File: src/common/pdl_cfg.svh
// Offsets, field positions, reset values and timing figures of the divider, hold and lock block
`ifndef PDL_CFG_SVH
`define PDL_CFG_SVH

// Register byte offsets
`define PDL_OFF_DIVSEL     8'h00
`define PDL_OFF_CFG2       8'h04
`define PDL_OFF_STATUS     8'h08
`define PDL_OFF_IRQ_STAT   8'h0C
`define PDL_OFF_IRQ_MASK   8'h10

// Divider select fields: three bits per output, output n at bit 3*n
`define PDL_SEL_W          3
`define PDL_DIVSEL_RST     32'h0000_3688

// Configuration word 2 fields
`define PDL_CFG2_HOLD_EN   2
`define PDL_CFG2_WIN_LO    6
`define PDL_CFG2_WIN_HI    7
`define PDL_CFG2_RST       32'h0000_0000

// Status bits
`define PDL_ST_LOCK        0
`define PDL_ST_HOLD        1

// Interrupt event bits
`define PDL_EV_LOCK_GAIN   0
`define PDL_EV_LOCK_LOSS   1
`define PDL_EV_HOLD_ENTER  2
`define PDL_EV_HOLD_EXIT   3
`define PDL_EV_W           4

// Timing figures
`define PDL_CLK_PERIOD_PS  25000
`define PDL_WIN0_PS        1200
`define PDL_WIN1_PS        1800
`define PDL_WIN2_PS        2400
`define PDL_WIN3_PS        3000
`define PDL_LOCK_PERIODS   5

`endif

File: src/common/pdl_pkg.sv
// Types shared by the divider, hold and lock block
package pdl_pkg;

    typedef enum logic [2:0] {
        PDL_DIV1,
        PDL_DIV2,
        PDL_DIV4,
        PDL_DIV8,
        PDL_DIV16
    } pdl_div_e;

    typedef enum logic [1:0] {
        PDL_PH_IDLE,
        PDL_PH_REF_WAIT,
        PDL_PH_FB_WAIT
    } pdl_phase_e;

    typedef logic [1:0] pdl_win_t;

endpackage : pdl_pkg

File: src/hw/pdl_top.sv
// Output divider selection, frequency hold and lock detection with an APB register file
//
// Overview of operation
// - each output divides oscillator by its select code
// - reset selects /1, /2, /4, /8, /8
// - first missing reference cycle enters hold
// - hold enable bit 2, off after reset
// - lock after five successive in-window periods
// - lock status output high while locked
// - window size from config bits 7:6
// - window codes 1.2/1.8/2.4/3 ns all round to a one-cycle (25 ns) window
//
// Implementation choices: the register addresses and the APB slave port.
`timescale 1ns/1ps
`include "pdl_cfg.svh"

module pdl_top
    import pdl_pkg::*;
#(
    parameter int NUM_OUT      = 5,
    parameter int LOCK_PERIODS = `PDL_LOCK_PERIODS,
    parameter int PER_W        = 16
) (
    // Clock, reset, enable
    input  wire logic               clk,
    input  wire logic               arst_n,
    input  wire logic               ce,
    // APB slave
    input  wire logic               psel,
    input  wire logic               penable,
    input  wire logic               pwrite,
    input  wire logic [7:0]         paddr,
    input  wire logic [31:0]        pwdata,
    output logic      [31:0]        prdata,
    output logic                    pready,
    output logic                    pslverr,
    // Clock pins
    input  wire logic               ref_clk_in,
    input  wire logic               oscillator_clock_in,
    input  wire logic               ref_div_in,
    input  wire logic               fb_div_in,
    // Divided outputs
    output logic [NUM_OUT-1:0]      clock_out,
    // Status
    output logic                    lock_status,
    output logic                    hold_active,
    output logic                    irq
);

    initial begin
        if (NUM_OUT < 1 || NUM_OUT > 10) $error("NUM_OUT must be 1..10");
        if (LOCK_PERIODS < 1 || LOCK_PERIODS > 255) $error("LOCK_PERIODS must be 1..255");
        if (PER_W < 4 || PER_W > 31) $error("PER_W must be 4..31");
    end

    // Window tolerance in whole cycles, rounded down, never below one
    function automatic logic [7:0] win_cycles(input int ps);
        int c;
        c = ps / `PDL_CLK_PERIOD_PS;
        if (c < 1) c = 1;
        return 8'(c);
    endfunction : win_cycles

    localparam logic [7:0] WIN0_CYC = win_cycles(`PDL_WIN0_PS);
    localparam logic [7:0] WIN1_CYC = win_cycles(`PDL_WIN1_PS);
    localparam logic [7:0] WIN2_CYC = win_cycles(`PDL_WIN2_PS);
    localparam logic [7:0] WIN3_CYC = win_cycles(`PDL_WIN3_PS);

    // Divider code to counter tap; unused codes fall back to /8
    function automatic pdl_div_e div_decode(input logic [2:0] code);
        unique case (code)
            3'b000:  return PDL_DIV1;
            3'b001:  return PDL_DIV2;
            3'b010:  return PDL_DIV4;
            3'b011:  return PDL_DIV8;
            3'b100:  return PDL_DIV16;
            default: return PDL_DIV8;
        endcase
    endfunction : div_decode

    ////////////////////////////////////////////////////////////////////////////////
    // Pin synchronisers

    logic [3:0] sync1_q;
    logic [3:0] sync2_q;
    logic [3:0] sync3_q;

    always_ff @(posedge clk or negedge arst_n) begin
        if (!arst_n) begin
            sync1_q <= 4'h0;
            sync2_q <= 4'h0;
            sync3_q <= 4'h0;
        end else if (ce) begin
            sync1_q <= {fb_div_in, ref_div_in, oscillator_clock_in, ref_clk_in};
            sync2_q <= sync1_q;
            sync3_q <= sync2_q;
        end
    end

    logic ref_rise;
    logic osc_rise;
    logic pref_rise;
    logic pfb_rise;

    assign ref_rise  = ce & sync2_q[0] & ~sync3_q[0];
    assign osc_rise  = ce & sync2_q[1] & ~sync3_q[1];
    assign pref_rise = ce & sync2_q[2] & ~sync3_q[2];
    assign pfb_rise  = ce & sync2_q[3] & ~sync3_q[3];

    ////////////////////////////////////////////////////////////////////////////////
    // Registers

    logic [31:0]           divsel_q;
    logic [31:0]           cfg2_q;
    logic [`PDL_EV_W-1:0]  irq_stat_q;
    logic [`PDL_EV_W-1:0]  irq_mask_q;
    logic [`PDL_EV_W-1:0]  ev;
    logic                  lock_q;
    logic                  hold_q;
    logic                  wr_en;
    logic                  addr_ok;
    pdl_win_t              win_sel;

    assign win_sel = cfg2_q[`PDL_CFG2_WIN_HI:`PDL_CFG2_WIN_LO];

    always_comb begin
        unique case (paddr)
            `PDL_OFF_DIVSEL, `PDL_OFF_CFG2, `PDL_OFF_STATUS,
            `PDL_OFF_IRQ_STAT, `PDL_OFF_IRQ_MASK: addr_ok = 1'b1;
            default:                             addr_ok = 1'b0;
        endcase
    end

    // Stalling the bus while frozen keeps writes from being lost
    assign pready  = ce;
    assign pslverr = psel & penable & ~addr_ok;
    assign wr_en   = ce & psel & penable & pwrite & addr_ok;

    always_ff @(posedge clk or negedge arst_n) begin
        if (!arst_n) begin
            divsel_q <= `PDL_DIVSEL_RST;
        end else if (wr_en && paddr == `PDL_OFF_DIVSEL) begin
            // Mask keeps only the select fields of the outputs that exist, whatever NUM_OUT is
            divsel_q <= pwdata & ((32'h0000_0001 << (NUM_OUT*`PDL_SEL_W)) - 32'h0000_0001);
        end
    end

    always_ff @(posedge clk or negedge arst_n) begin
        if (!arst_n) begin
            cfg2_q <= `PDL_CFG2_RST;
        end else if (wr_en && paddr == `PDL_OFF_CFG2) begin
            cfg2_q <= pwdata & 32'h0000_00C4;
        end
    end

    always_ff @(posedge clk or negedge arst_n) begin
        if (!arst_n) begin
            irq_mask_q <= '0;
        end else if (wr_en && paddr == `PDL_OFF_IRQ_MASK) begin
            irq_mask_q <= pwdata[`PDL_EV_W-1:0];
        end
    end

    // A new event outranks a write-one-to-clear in the same cycle
    always_ff @(posedge clk or negedge arst_n) begin
        if (!arst_n) begin
            irq_stat_q <= '0;
        end else if (ce) begin
            if (wr_en && paddr == `PDL_OFF_IRQ_STAT) begin
                irq_stat_q <= (irq_stat_q & ~pwdata[`PDL_EV_W-1:0]) | ev;
            end else begin
                irq_stat_q <= irq_stat_q | ev;
            end
        end
    end

    // Read data captured in the setup phase, held through the access phase
    always_ff @(posedge clk or negedge arst_n) begin
        if (!arst_n) begin
            prdata <= 32'h0000_0000;
        end else if (ce && psel && !penable) begin
            unique case (paddr)
                `PDL_OFF_DIVSEL:   prdata <= divsel_q;
                `PDL_OFF_CFG2:     prdata <= cfg2_q;
                `PDL_OFF_STATUS:   prdata <= {30'h0, hold_q, lock_q};
                `PDL_OFF_IRQ_STAT: prdata <= {28'h0, irq_stat_q};
                `PDL_OFF_IRQ_MASK: prdata <= {28'h0, irq_mask_q};
                default:           prdata <= 32'h0000_0000;
            endcase
        end
    end

    assign irq = |(irq_stat_q & irq_mask_q);

    ////////////////////////////////////////////////////////////////////////////////
    // Output dividers

    // One shared counter keeps the /2 to /16 outputs edge-aligned; /1 follows the synchronised pin a cycle earlier
    logic [3:0] div_cnt_q;

    always_ff @(posedge clk or negedge arst_n) begin
        if (!arst_n) begin
            div_cnt_q <= 4'h0;
        end else if (osc_rise) begin
            div_cnt_q <= div_cnt_q + 4'h1;
        end
    end

    generate
        for (genvar n = 0; n < NUM_OUT; n++) begin : g_out
            pdl_div_e sel;
            assign sel = div_decode(divsel_q[n*3 +: 3]);

            always_ff @(posedge clk or negedge arst_n) begin
                if (!arst_n) begin
                    clock_out[n] <= 1'b0;
                end else if (ce) begin
                    unique case (sel)
                        PDL_DIV1:  clock_out[n] <= sync2_q[1];
                        PDL_DIV2:  clock_out[n] <= div_cnt_q[0];
                        PDL_DIV4:  clock_out[n] <= div_cnt_q[1];
                        PDL_DIV8:  clock_out[n] <= div_cnt_q[2];
                        PDL_DIV16: clock_out[n] <= div_cnt_q[3];
                    endcase
                end
            end
        end
    endgenerate

    ////////////////////////////////////////////////////////////////////////////////
    // Missing-reference detection and hold

    logic [PER_W-1:0] ref_timer_q;
    logic [PER_W-1:0] ref_period_q;
    logic             period_ok_q;
    logic             ref_missing;

    always_ff @(posedge clk or negedge arst_n) begin
        if (!arst_n) begin
            ref_timer_q  <= '0;
            ref_period_q <= '0;
            period_ok_q  <= 1'b0;
        end else if (ce) begin
            if (ref_rise) begin
                ref_timer_q  <= '0;
                ref_period_q <= ref_timer_q + 1'b1;
                period_ok_q  <= 1'b1;
            end else if (~&ref_timer_q) begin
                ref_timer_q <= ref_timer_q + 1'b1;
            end
        end
    end

    // Missing once one and a half periods pass with no edge
    assign ref_missing = period_ok_q &&
        ({1'b0, ref_timer_q} > ({1'b0, ref_period_q} + {2'b00, ref_period_q[PER_W-1:1]}));

    always_ff @(posedge clk or negedge arst_n) begin
        if (!arst_n) begin
            hold_q <= 1'b0;
        end else if (ce) begin
            if (hold_q && ref_rise) begin
                hold_q <= 1'b0;
            end else if (!hold_q && cfg2_q[`PDL_CFG2_HOLD_EN] && ref_missing) begin
                hold_q <= 1'b1;
            end
        end
    end

    assign hold_active = hold_q;

    ////////////////////////////////////////////////////////////////////////////////
    // Lock detector

    pdl_phase_e ph_q;
    logic [7:0] age_q;
    logic [7:0] win_cyc;
    logic [7:0] good_q;
    logic       in_win;
    logic       out_win;

    always_comb begin
        unique case (win_sel)
            2'b00: win_cyc = WIN0_CYC;
            2'b01: win_cyc = WIN1_CYC;
            2'b10: win_cyc = WIN2_CYC;
            2'b11: win_cyc = WIN3_CYC;
        endcase
    end

    // Edge pairing: first edge opens a wait, partner must come within the window
    always_comb begin
        in_win  = 1'b0;
        out_win = 1'b0;
        unique case (ph_q)
            PDL_PH_IDLE:     in_win = pref_rise & pfb_rise;
            PDL_PH_REF_WAIT: begin
                in_win  = pfb_rise & (age_q < win_cyc);
                out_win = (pfb_rise | pref_rise) ? ~in_win : (age_q >= win_cyc);
            end
            PDL_PH_FB_WAIT:  begin
                in_win  = pref_rise & (age_q < win_cyc);
                out_win = (pfb_rise | pref_rise) ? ~in_win : (age_q >= win_cyc);
            end
        endcase
    end

    always_ff @(posedge clk or negedge arst_n) begin
        if (!arst_n) begin
            ph_q  <= PDL_PH_IDLE;
            age_q <= 8'h00;
        end else if (ce) begin
            if (hold_q) begin
                ph_q <= PDL_PH_IDLE;
            end else begin
                unique case (ph_q)
                    PDL_PH_IDLE: begin
                        age_q <= 8'h00;
                        if (pref_rise && !pfb_rise) begin
                            ph_q <= PDL_PH_REF_WAIT;
                        end else if (pfb_rise && !pref_rise) begin
                            ph_q <= PDL_PH_FB_WAIT;
                        end
                    end
                    PDL_PH_REF_WAIT, PDL_PH_FB_WAIT: begin
                        age_q <= age_q + 8'h01;
                        if (in_win || out_win) begin
                            ph_q <= PDL_PH_IDLE;
                        end
                    end
                endcase
            end
        end
    end

    // Hold freezes the qualification; it neither gains nor drops lock
    always_ff @(posedge clk or negedge arst_n) begin
        if (!arst_n) begin
            good_q <= 8'h00;
            lock_q <= 1'b0;
        end else if (ce && !hold_q) begin
            if (out_win) begin
                good_q <= 8'h00;
                lock_q <= 1'b0;
            end else if (in_win) begin
                if (good_q < 8'(LOCK_PERIODS - 1)) begin
                    good_q <= good_q + 8'h01;
                end else begin
                    lock_q <= 1'b1;
                end
            end
        end
    end

    assign lock_status = lock_q;

    ////////////////////////////////////////////////////////////////////////////////
    // Interrupt events

    logic lock_d1_q;
    logic hold_d1_q;

    always_ff @(posedge clk or negedge arst_n) begin
        if (!arst_n) begin
            lock_d1_q <= 1'b0;
            hold_d1_q <= 1'b0;
        end else if (ce) begin
            lock_d1_q <= lock_q;
            hold_d1_q <= hold_q;
        end
    end

    always_comb begin
        ev = '0;
        ev[`PDL_EV_LOCK_GAIN]  = ce & lock_q & ~lock_d1_q;
        ev[`PDL_EV_LOCK_LOSS]  = ce & ~lock_q & lock_d1_q;
        ev[`PDL_EV_HOLD_ENTER] = ce & hold_q & ~hold_d1_q;
        ev[`PDL_EV_HOLD_EXIT]  = ce & ~hold_q & hold_d1_q;
    end

endmodule : pdl_top

File: config.mk
export PLATFORM = sky130hd
export DESIGN_NAME = pdl_top
export DESIGN_NICKNAME = d
export VERILOG_FILES = /design/src/common/pdl_pkg.sv /design/src/hw/pdl_top.sv
export VERILOG_INCLUDE_DIRS = /design/src /design/src/common
export SDC_FILE = /design/constraint.sdc
export NUM_CORES = 1
export LEC_CHECK = 0
export BUFFER_PORTS_ARGS = -buffer_cell sky130_fd_sc_hd__buf_2
export CAP_MARGIN = 20
export CORE_UTILIZATION = 45
export DETAILED_ROUTE_END_ITERATION = 12
export PLACE_DENSITY = 0.74
export SETUP_SLACK_MARGIN = 0.4
export SYNTH_ARGS = -nofsm -noshare
export SYNTH_HDL_FRONTEND = slang
export SYNTH_SLANG_ARGS = --single-unit
File: constraint.sdc
create_clock -name clk -period 4.4 [get_ports clk]
set_input_delay 0.22 -clock clk [delete_from_list [all_inputs] [get_ports clk]]
set_output_delay 0.22 -clock clk [all_outputs]
set_load 0.02 [all_outputs]
# After elaboration in Yosys (flattened, before gate mapping)
# Cells that the tools add are included.
[word_totals] reg_bits=134 input_bits=50 output_inout_bits=42 elab_cells=203
[classes] add_sub_neg=5 n_lt_le_gt_ge=4 n_eq_ne=48 mux=34 bitwise=42 n_reduce_logical=46
[ops] operator="$pmux W15 S5" count=1
[ops] operator="$pmux W3 S4" count=5
[ops] operator="$eq A3 B2 Y1 const B" count=15
[ops] operator="$mux W16" count=2
[ops] operator="$mux W8" count=4
[ops] operator="$eq A3 B1 Y1 const B" count=10
[ops] operator="$eq A3 B3 Y1 const B" count=10
[ops] operator="$logic_not A3 Y1" count=10
[ops] operator="$and A1 B1 Y1" count=25
[ops] operator="$pmux W1 S5" count=5
[ops] operator="$add A16 B15 Y17" count=1
[ops] operator="$gt A16 B17 Y1" count=1
[ops] operator="$add A16 B1 Y16 const B" count=1
[ops] operator="$add A8 B1 Y8 const B" count=2
[ops] operator="$eq A8 B4 Y1 const B" count=2
[ops] operator="$pmux W8 S2" count=1
[ops] operator="$reduce_and A16 Y1" count=1
[ops] operator="$logic_and A1 B1 Y1" count=13
[ops] operator="$not A1 Y1" count=11
[ops] operator="$reduce_and A3 Y1" count=3
[ops] operator="$and A4 B4 Y4" count=2
[ops] operator="$eq A8 B3 Y1 const B" count=1
[ops] operator="$eq A8 B5 Y1 const B" count=1
[ops] operator="$ge A8 B8 Y1" count=1
[ops] operator="26 further kinds" count=51

# Depth between registers and ports, before layout
# Gate-level depths: netlist of the first run.
[logic_depth] depth_word=12 mapped_depth=14

# Worst setup path after synthesis of the first run
# No wires, ideal clock.
[synth_path] kind="reg-to-reg" startpoint="register ref_period_q[1]" endpoint="register hold_q (netlist: hold_active)" setup_time_ns=0.122 arrival_time_ns=3.255 slack_ns=1.023 path_stages_with_launch=15 period_less_slack_ns=3.377 cell_sequence="dfrtp_1 -> ha_1 -> fa_1 -> a211oi_2 -> o21ai_1 -> a211o_1 -> a221oi_2 -> mux2i_1 -> nand3_1 -> ha_1 -> nor4_1 -> o211ai_1 -> a21oi_1 -> o21ai_0 -> a32o_1"
[synth_via] elab_chain_cells=6
[synth_lines] item="start: declaration" line="pdl_top.sv:234" text="logic [PER_W-1:0] ref_period_q;"
[synth_lines] item="start signal: assignment" line="pdl_top.sv:246" text="ref_period_q <= ref_timer_q + 1'b1;"
[synth_lines] item="$add A16 B15 Y17" line="pdl_top.sv:256" text="({1'b0, ref_timer_q} > ({1'b0, ref_period_q} + {2'b00, ref_period_q[PER_W-1:1]}));"
[synth_lines] item="$gt A16 B17 Y1" line="pdl_top.sv:256"
[synth_lines] item="$logic_and A1 B1 Y1" line="pdl_top.sv:255" text="assign ref_missing = period_ok_q &&"
[synth_lines] item="$logic_and A1 B1 Y1" line="pdl_top.sv:264" text="end else if (!hold_q && cfg2_q[`PDL_CFG2_HOLD_EN] && ref_missing) begin"
[synth_lines] item="$reduce_bool A2 Y1 (no line)"
[synth_lines] item="$reduce_and A2 Y1 (no line)"
[synth_lines] item="end signal: assignment" line="pdl_top.sv:260" text="hold_q <= 1'b0;"
[synth_lines] item="end signal: assignment" line="pdl_top.sv:263" text="hold_q <= 1'b0;"
[synth_lines] item="end signal: assignment" line="pdl_top.sv:265" text="hold_q <= 1'b1;"
[synth_lines] item="end: declaration" line="pdl_top.sv:119" text="logic hold_q;"
# Every way passes these cells.
# A chain may end at the register's enable or synchronous reset.

# Worst setup path in the final report of the first run
# Same ends and word-level chain as after synthesis.

==> flow_metrics.env, run 1 <==
export IMPL_post_drt_via_cell_ratio=5.54
export IMPL_yosys_register_bits=117
export IMPL_hold_end="divsel_q[14]"
export IMPL_rr_startpoint="ref_period_q[1]"
export IMPL_start_kind="flop"
export IMPL_synth_edf_count=0
export IMPL_finalInstanceArea_sq_mm=0.00790
export IMPL_period_share=0.847
export IMPL_r2r_cells=14
export IMPL_path_max_fanout=4
export IMPL_dp_hpwl_um=10000
export IMPL_core_area_sq_mm=0.0148
export IMPL_track_usage=0.194
export IMPL_grt_max_degree=46
export IMPL_cp_arrival_ns=4.02
export IMPL_peakVddDrop_v=0.000351
export IMPL_rsz0062_at_grt="false"
export IMPL_drive_above_1_share=0.199
export IMPL_cts_tree="done"
export IMPL_grt_pass1_wl_um=24600
export IMPL_root_buffer="clkbuf_16"
export IMPL_num_vias=5299
export IMPL_fp_row_count=44
export IMPL_rrSetupSlack_ns=0.67
export IMPL_slowest_stage="dfrtp_1"
export IMPL_io_buffers=57
export IMPL_cts_buffer_depth=2
export IMPL_yosys_warnings=0
export IMPL_ys_types=71
export IMPL_critPathRequiredTime_ns=4.69
export IMPL_routedWlPerCell_um=15.3
export IMPL_synthCells=702
export IMPL_ant_nets=0
export IMPL_final_common_cell="dfrtp_1"
export IMPL_nFillCells=1289
export IMPL_worst_setup_path_end_kind="flop"
export IMPL_crit_top_cell="ha_1"
export IMPL_p_leak_nw=3.60
export IMPL_fin_crit_ns=3.73
export IMPL_final_max_slew_violation_count=0
export IMPL_syn_area_sq_mm=0.00689
export IMPL_worstSetupPathType="reg -> reg"
export IMPL_htreeDepth=4
export IMPL_drtIter0Drc=342
export IMPL_setup_tns_final_ns=0
export IMPL_start_util=0.467
export IMPL_drc_errors=0
export IMPL_seq_area_frac_synth=0.426
export IMPL_p_per_area_mw_per_mm2=519
export IMPL_worstHoldStart="pwdata[14]"
export IMPL_die_w_um=126
export IMPL_worstSetupStartpoint="ref_period_q[1]"
export IMPL_clk_pin_slew_worst_paths_ns=0.06
export IMPL_syn_to_final_growth_pct=14.5
export IMPL_status="complete, no violations"
export IMPL_synthFlopType="dfrtp_1"
export IMPL_max_freq_ghz=0.268
export IMPL_reg2reg_to="hold_active"
export IMPL_antenna_found_initial=1
export IMPL_die_area_sq_mm=0.0158
export IMPL_worst_slew_pin_slew_ns=0.917
export IMPL_die_h_um=126
export IMPL_finalHoldViolCount=0
export IMPL_cp_cell_sequence="ha_1, fa_2, a211oi_2, o21ai_1, a211o_1, a221oi_4, mux2i_1, nand3_1, ha_1, nor4_2, o211ai_1, a21oi_1, o21ai_0, a32o_1"
export IMPL_io_pins=92
export IMPL_cts_buffers_inserted=17
export IMPL_fin_nets=854
export IMPL_setup_violations=0
export IMPL_place_gp_congestion=0.850
export IMPL_grt_pass1_vias=5047
export IMPL_dpl_instance_area_sq_mm=0.00725
export IMPL_fin_skew_ns=0.00875
export IMPL_ys_async_sr_fraction=1.00
export IMPL_whs_path_depth=3
export IMPL_wl_um=14600
export IMPL_worst_path_largest_cell_delay_ns=0.44
export IMPL_maxCapViolations=0
export IMPL_clock_latency_ns=0.41
export IMPL_dr_pass1_iters=4
export IMPL_grt_ovfl_total=0
export IMPL_mostFrequentLayoutCells="111 x dfrtp_1, 83 x nand2_1, 75 x o21ai_0"
export IMPL_hold_path_class="in -> reg"
export IMPL_cts_sinks=117
export IMPL_slew_limit_headroom=0.386
export IMPL_synth_avg_cell_area_sq_um=9.82
-- stage by stage --
step	instances	hold slack (ns)	utilization	setup slack (ns)	power [W]
3_3_place_gp	922	0.181	0.491	0.754	0.00262
6_report	957	0.0231	0.535	0.674	0.00410
3_5_place_dp	922	0.180	0.491	0.660	0.00266
5_1_grt	957	0.0119	0.535	0.417	0.00438
2_1_floorplan	718	-0.0756	-	1.02	0.00237
4_1_cts	955	0.0144	0.533	0.591	0.00410
-- area by class of cell --
cell class              count  area, sq um  share of cell area
multi-input cells         537         3700               0.468
flip-flops and latches    117         2940               0.372
clock buffers              18          429              0.0544
repair buffers             64          343              0.0434
well taps                 184          230              0.0292
clock inverters            14          176              0.0223
inverters                  22         82.6              0.0105
diodes                      1         2.50            0.000317
-- synth_stat cells, types with 5 or more instances --
master,instances,share of area
nor3_1,7,0.0051
nor2b_1,6,0.0054
a22o_1,8,0.010
a211o_1,5,0.0064
buf_2,5,0.0036
nand3_1,12,0.0087
dfrtp_1,111,0.40
o31ai_1,10,0.011
a21oi_1,32,0.023
ha_1,44,0.080
a21o_1,6,0.0065
mux2_2,28,0.046
and2_1,7,0.0064
mux2_4,8,0.017
nor4_1,8,0.0073
nor2_1,41,0.022
nand4_1,6,0.0054
and3_1,10,0.0091
o21ai_0,75,0.054
inv_1,22,0.012
nand2_1,83,0.045
a31oi_1,9,0.0082
a211oi_1,5,0.0054
xor2_1,14,0.018
buf_4,19,0.021
mux2i_1,5,0.0073
xnor2_1,15,0.019
clkbuf_1,14,0.0076
dfstp_2,6,0.023
nand2b_1,9,0.0082
-- registers in the layout (all words and copies together), names as in the netlist, 3 cells and up --
name	count
good_q	8
irq_mask_q	4
prdata	15
sync1_q	4
sync2_q	4
age_q	8
sync3_q	4
div_cnt_q	4
clock_out	5
cfg2_q	3
divsel_q	15
irq_stat_q	4
ref_period_q	16
ref_timer_q	16
-- repair_timing --
action / 4_1_cts / 5_1_grt
hold endpoints to repair: 31 / 0
buffers inserted: 0 / 1
endpoints found under the setup margin: 0 / 1
hold buffers: 1 / 0
gates resized for setup: 0 / 3
-- where the power goes --
part	total (W)	internal [W]	switching [W]
sequential	0.00141	0.00122	0.000188
combinational	0.00128	0.000556	0.000721
clock	0.00142	0.000895	0.000522
total	0.00410	0.00267	0.00143
-- worst max-delay path: cells and delay by family, from the launching register on --
kind	cells	cell delay [ns]
compound gates	8	1.72
fa+ha+maj	3	0.87
simple gates	2	0.36
flops	1	0.44
mux	1	0.21
-- worst max path at each step --
stage                     slack (ns)           to
final                           0.67  hold_active
after global routing            0.42  hold_active
after CTS                       0.59  hold_active
after detailed placement        0.66  hold_active
after global placement          0.75  hold_active
after floorplan                 1.02  hold_active
-- per-layer routing --
| layer | vias to the layer above | GRT usage | wire (um) |
|---|---|---|---|
| met1 | 2564 | 0.265 | 7080 |
| li1 | 2616 | - | - |
| met3 | 16 | 0.0497 | 516 |
| met4 | 0 | 0.0553 | 155 |
| met2 | 103 | 0.307 | 6890 |
| met5 | - | 0 | 0 |
-- cells by family (layout without fill, tap and decap cells) --
family / count (synthesis) / count (layout) / synth area share
and+or+nand+nor: 214 / 214 / 0.155
AOI/OAI and AO/OA: 189 / 189 / 0.174
DFF: 117 / 117 / 0.426
buffers and inverters: 64 / 118 / 0.0497
adders and majority gates: 46 / 46 / 0.0842
muxes: 42 / 42 / 0.0737
xor gates and xnor gates: 29 / 29 / 0.0368
other: 1 / 18 / 0.000544
(Power assumes the default switching activity.)
==> inputs of run 2 (changes only) <==
==> constraint.sdc (replaced) <==
create_clock -name clk -period 3.67 [get_ports clk]
set_input_delay 0.1835 -clock clk [delete_from_list [all_inputs] [get_ports clk]]
set_output_delay 0.1835 -clock clk [all_outputs]
set_load 0.02 [all_outputs]
==> run 2 against run 1 <==
  * Cell area up 2.7%
  * Critical path depth increased by 2
  * Clock skew fell by 0.0019 ns
  * Cell count increased by 2.3%
  * Clock power rose by 15%
  * Global-route usage up 0.15 points
  * Clock-buffer cell count rose by 5
  * Worst hold slack lost 0.00067 ns
  * Power grew 21%
  * Die area stayed put
  * Sequential share of layout area shrank 0.99 points
  * Non-clock buffer count grew 24
  * Critical endpoint unchanged
==> flow_metrics.env, run 2 (same netlist as run 1, synthesis figures left out) <==
export IMPL_fin_skew_ns=0.00684
export IMPL_maxCapViolations=0
export IMPL_post_drt_via_cell_ratio=5.46
export IMPL_worstSetupPathType="reg -> reg"
export IMPL_setup_tns_final_ns=0
export IMPL_grt_pass1_vias=5067
export IMPL_fin_crit_ns=3.42
export IMPL_fin_nets=878
export IMPL_root_buffer="clkbuf_16"
export IMPL_die_h_um=126
export IMPL_final_max_slew_violation_count=0
export IMPL_final_common_cell="dfrtp_1"
export IMPL_nFillCells=1269
export IMPL_cts_buffer_depth=2
export IMPL_hold_path_class="in -> reg"
export IMPL_syn_to_final_growth_pct=17.7
export IMPL_status="complete, no violations"
export IMPL_clk_pin_slew_worst_paths_ns=0.05
export IMPL_cts_buffers_inserted=17
export IMPL_cts_tree="done"
export IMPL_setup_violations=0
export IMPL_p_leak_nw=3.72
export IMPL_max_freq_ghz=0.293
export IMPL_cts_sinks=117
export IMPL_grt_pass1_wl_um=24700
export IMPL_dr_pass1_iters=7
export IMPL_power_frac_comb=0.331
export IMPL_switching_power_w=0.00169
export IMPL_wl_um=14700
export IMPL_die_w_um=126
export IMPL_drc_errors=0
export IMPL_io_buffers=57
export IMPL_reg_top3="ref_period_q: 16 flops, ref_timer_q: 16 flops"
export IMPL_start_kind="flop"
export IMPL_htreeDepth=4
export IMPL_grt_ovfl_total=0
export IMPL_die_area_sq_mm=0.0158
export IMPL_place_gp_congestion=0.866
export IMPL_drive_above_1_share=0.214
export IMPL_routedWlPerCell_um=15.0
export IMPL_p_per_area_mw_per_mm2=612
export IMPL_path_max_fanout=3
export IMPL_antenna_found_initial=0
export IMPL_track_usage=0.196
export IMPL_mostFrequentLayoutCells="111 x dfrtp_1, 83 x nand2_1, 74 x o21ai_0"
export IMPL_io_pins=92
export IMPL_slew_limit_headroom=0.369
export IMPL_p_int_w=0.00327
export IMPL_critPathRequiredTime_ns=3.97
export IMPL_worst_setup_path_end_kind="flop"
export IMPL_ant_nets=0
export IMPL_clock_latency_ns=0.42
export IMPL_p_clk_frac=0.330
export IMPL_antenna_cells=0
export IMPL_final_core_util=0.550
export IMPL_fp_row_count=44
export IMPL_start_util=0.467
export IMPL_worst_slew_pin_slew_ns=0.944
export IMPL_drtIter0Drc=320
export IMPL_power_frac_seq=0.339
export IMPL_finalHoldViolCount=0
export IMPL_grt_max_degree=72
export IMPL_dp_hpwl_um=9850
export IMPL_period_share=0.931
export IMPL_p_sw_frac=0.341
export IMPL_cp_arrival_ns=3.72
export IMPL_core_area_sq_mm=0.0148
export IMPL_rsz0062_at_grt="true"
export IMPL_num_vias=5341
export IMPL_peakVddDrop_v=0.000542
## run 2: cell types whose count changed in the layout (fill, tap and decap cells not counted), sizes merged
cell,change
buf,+12
dlygate4sd3,+12
clkbuf,+5
clkinvlp,-3
inv,-3
bufinv,-1
clkinv,+1
diode,-1
## run 2: final timing paths
path                          endpoint  slack [ns]            start  cells past startpoint
min in group asynchronous    prdata[7]        0.44           arst_n                      2
max                        hold_active        0.25  ref_period_q[1]                     16
max in group asynchronous   sync2_q[1]        2.35           arst_n                      3
max reg2reg                hold_active        0.25  ref_period_q[1]                     16
min                        divsel_q[7]        0.02        pwdata[7]                      2
min reg2reg                period_ok_q        0.47      period_ok_q                      1
## run 2: area by class of cell
type | instances | area [sq um] | share of cell area
clock buffers | 23 | 488 | 0.0602
clock inverters | 8 | 98.8 | 0.0122
inverters | 22 | 82.6 | 0.0102
multi-input cells | 537 | 3720 | 0.459
flip-flops and latches | 117 | 2940 | 0.362
well taps | 184 | 230 | 0.0284
repair buffers | 88 | 553 | 0.0682
## run 2: stage by stage
stage | cells | setup WS [ns] | power [W] | area, sq um | hold slack (ns)
floorplan | 718 | 0.368 | 0.00284 | 6960 | -0.112
detailed placement | 924 | 0.00490 | 0.00318 | 7270 | 0.358
global route | 979 | 0.0947 | 0.00529 | 8110 | 0.00927
CTS | 977 | 0.215 | 0.00493 | 8070 | 0.00954
global placement | 924 | 0.117 | 0.00314 | 7270 | 0.359
finish | 979 | 0.252 | 0.00497 | 8110 | 0.0224
## run 2: critical path: stages (launching register included)
cell      delay, ns
dfrtp_1        0.39
buf_4          0.15
fa_2           0.41
a211oi_4       0.27
buf_4          0.16
buf_4          0.09
buf_4          0.09
buf_4          0.09
o21bai_1       0.07
a21oi_2        0.16
xor2_1         0.19
ha_1           0.28
a21o_1         0.17
a221o_1        0.31
a21oi_1        0.15
o21ai_1        0.08
a32o_1         0.24
## run 2: power by group through the flow
stage	registers [W]	clock network, W	logic, W
finish	0.00168	0.00164	0.00164
global route	0.00172	0.00171	0.00186
CTS	0.00168	0.00167	0.00158
detailed placement	0.00171	0	0.00147
global placement	0.00170	0	0.00144
floorplan	0.00163	0	0.00121
## run 2: what timing repair did
action / CTS / global route
endpoints found under the setup margin: 1 / 1
buffers inserted: 9 / 2
endpoints found under the hold margin: 75 / 0
resized for setup: 4 / 5
hold buffers: 13 / 0
pin swaps: 7 / 12
## run 2: per-layer routing
metal,vias to the layer above,global-route usage,routed length [um]
li1,2664,-,-
met1,2555,0.257,7070
met2,106,0.316,6850
met3,16,0.0472,552
met4,0,0.0695,236
met5,-,0,0
==> inputs of run 3 (changes only) <==
--- a/config.mk
+++ b/config.mk
@@ -11,6 +11,7 @@
 export CORE_UTILIZATION = 45
 export DETAILED_ROUTE_END_ITERATION = 12
 export PLACE_DENSITY = 0.74
+export REMOVE_ABC_BUFFERS = 1
 export SETUP_SLACK_MARGIN = 0.4
 export SYNTH_ARGS = -nofsm -noshare
 export SYNTH_HDL_FRONTEND = slang
==> run 3 against run 2 <==
  * Sequential power about the same
  * Critical path depth down 2
  * Cell count down 0.41%
  * Clock skew up 0.0031 ns
  * Wire length up 0.39%
  * Sequential share of layout area about the same
  * Worst setup slack better by 0.071 ns
  * Via count up 1.9%
  * Largest cell class unchanged
==> flow_metrics.env, run 3 (same netlist as run 1, synthesis figures left out) <==
export IMPL_status="complete, no violations"
export IMPL_ant_nets=0
export IMPL_drtIter0Drc=406
export IMPL_finalHoldViolCount=0
export IMPL_rsz0062_at_grt="true"
export IMPL_slew_limit_headroom=0.324
export IMPL_fin_crit_ns=3.35
export IMPL_io_pins=92
export IMPL_io_buffers=57
export IMPL_reg_top3="ref_period_q: 16 flops, ref_timer_q: 16 flops"
export IMPL_clock_latency_ns=0.42
export IMPL_grt_pass1_wl_um=25200
export IMPL_drive_above_1_share=0.211
export IMPL_hold_path_class="in -> reg"
export IMPL_cp_arrival_ns=3.66
export IMPL_cts_sinks=117
export IMPL_cts_buffer_depth=2
export IMPL_slowest_stage="fa_2"
export IMPL_path_buf_inv=1
export IMPL_maxCapViolations=0
export IMPL_pre_cts_slack_ns=0.0275
export IMPL_critPathRequiredTime_ns=3.98
export IMPL_start_util=0.467
export IMPL_worstSetupStartpoint="ref_period_q[1]"
export IMPL_routedWlPerCell_um=15.2
export IMPL_post_drt_via_cell_ratio=5.58
export IMPL_mostFrequentLayoutCells="111 x dfrtp_1, 83 x nand2_1, 74 x o21ai_0"
export IMPL_cp_cell_sequence="buf_4, fa_2, a211oi_4, o21ai_2, a211o_1, a221oi_4, mux2i_1, nand3_1, ha_2, nor4_2, o211ai_1, a21oi_1, o21ai_1, a32o_1"
export IMPL_p_per_area_mw_per_mm2=626
export IMPL_fin_nets=873
export IMPL_antenna_found_initial=0
export IMPL_root_buffer="clkbuf_16"
export IMPL_final_max_slew_violation_count=0
export IMPL_dp_hpwl_um=10100
export IMPL_setup_violations=0
export IMPL_worst_path_largest_cell_delay_ns=0.41
export IMPL_clk_pin_slew_worst_paths_ns=0.06
export IMPL_start_kind="flop"
export IMPL_peakVddDrop_v=0.000366
export IMPL_die_w_um=126
export IMPL_die_h_um=126
export IMPL_place_gp_congestion=0.851
export IMPL_fp_row_count=44
export IMPL_final_common_cell="dfrtp_1"
export IMPL_worst_setup_path_end_kind="flop"
export IMPL_fin_ws_ns=0.323
export IMPL_core_area_sq_mm=0.0148
export IMPL_cts_buffers_inserted=17
export IMPL_cts_tree="done"
export IMPL_die_area_sq_mm=0.0158
export IMPL_worstHoldStart="pwdata[14]"
export IMPL_worst_slew_pin_slew_ns=1.01
export IMPL_htreeDepth=4
export IMPL_worstSetupPathType="reg -> reg"
export IMPL_rr_startpoint="ref_period_q[1]"
export IMPL_antenna_cells=0
export IMPL_wl_um=14800
export IMPL_grt_ovfl_total=0
export IMPL_p_leak_nw=3.71
export IMPL_max_freq_ghz=0.299
export IMPL_setup_tns_final_ns=0
export IMPL_drc_errors=0
export IMPL_period_share=0.912
export IMPL_grt_max_degree=69
export IMPL_fin_skew_ns=0.00994
export IMPL_syn_to_final_growth_pct=17.7
export IMPL_path_delay_family="compound AO/OA/AOI/OAI gates"
export IMPL_num_vias=5440
export IMPL_track_usage=0.197
export IMPL_path_max_fanout=3
export IMPL_grt_pass1_vias=5342
export IMPL_dr_pass1_iters=5
[run 3: cell count changes in the layout (fill, tap and decap cells not counted), sizes merged]
cell	change
clkinv	-1
dlygate4sd3	-2
buf	-3
clkinvlp	+1
clkbuf	-2
inv	+1
bufinv	+2
[run 3: final cells by class]
class | count | area [sq um]
clock buffers | 21 | 460
well taps | 184 | 230
repair buffers | 83 | 510
fillers | 1274 | 6640
flip-flops and latches | 117 | 2940
clock inverters | 11 | 174
inverters | 22 | 82.6
multi-input cells | 537 | 3720
[run 3: worst paths after layout]
| check | slack (ns) | to | cells after the start |
|---|---|---|---|
| worst max-delay path | 0.32 | hold_active | 14 |
| worst min-delay path | 0.007 | divsel_q[14] | 3 |
| worst max register to register | 0.32 | hold_active | 14 |
| worst min register to register | 0.47 | prdata[12] | 2 |
| max in group asynchronous | 2.35 | divsel_q[7] | 3 |
| min in group asynchronous | 0.42 | good_q[6] | 2 |
[run 3: per-stage QoR]
| step | std cells | hold WS, ns | total power (W) | util | cell area (sq um) |
|---|---|---|---|---|---|
| final | 975 | 0.00730 | 0.00507 | 0.550 | 8110 |
| after global routing | 975 | 0.00276 | 0.00540 | 0.550 | 8110 |
| after CTS | 973 | 0.00183 | 0.00506 | 0.548 | 8080 |
| after detailed placement | 926 | 0.345 | 0.00320 | 0.493 | 7280 |
| after global placement | 926 | 0.349 | 0.00315 | 0.493 | 7280 |
| after floorplan | 676 | -0.112 | 0.00279 | - | 6690 |
[run 3: worst register-to-register path, delay by kind of cell, from the launching register on]
kind	cells	cell delay, ns
AOI/OAI and AO/OA	8	1.52
adders and majority gates	2	0.61
DFF	1	0.38
and+or+nand+nor	2	0.35
muxes	1	0.21
buffers and inverters	1	0.16
[run 3: power breakdown]
group	total (W)	internal, W	switching (W)
logic	0.00162	0.000714	0.000903
registers	0.00168	0.00146	0.000220
clock network	0.00178	0.00117	0.000602
[run 3: layer usage]
layer  vias up  GRT usage  routed length [um]
met5         -          0                   0
met4         0     0.0751                 283
met3        23     0.0425                 503
met2       124      0.325                6960
met1      2631      0.254                7030
li1       2662          -                   -
[run 3: repair_timing]
action / 4_1_cts / 5_1_grt
resized for setup: 7 / 3
pin swaps: 8 / 8
buffers inserted: 4 / 2
setup endpoints to repair: 1 / 1
hold buffers: 11 / 0
hold endpoints to repair: 73 / 0
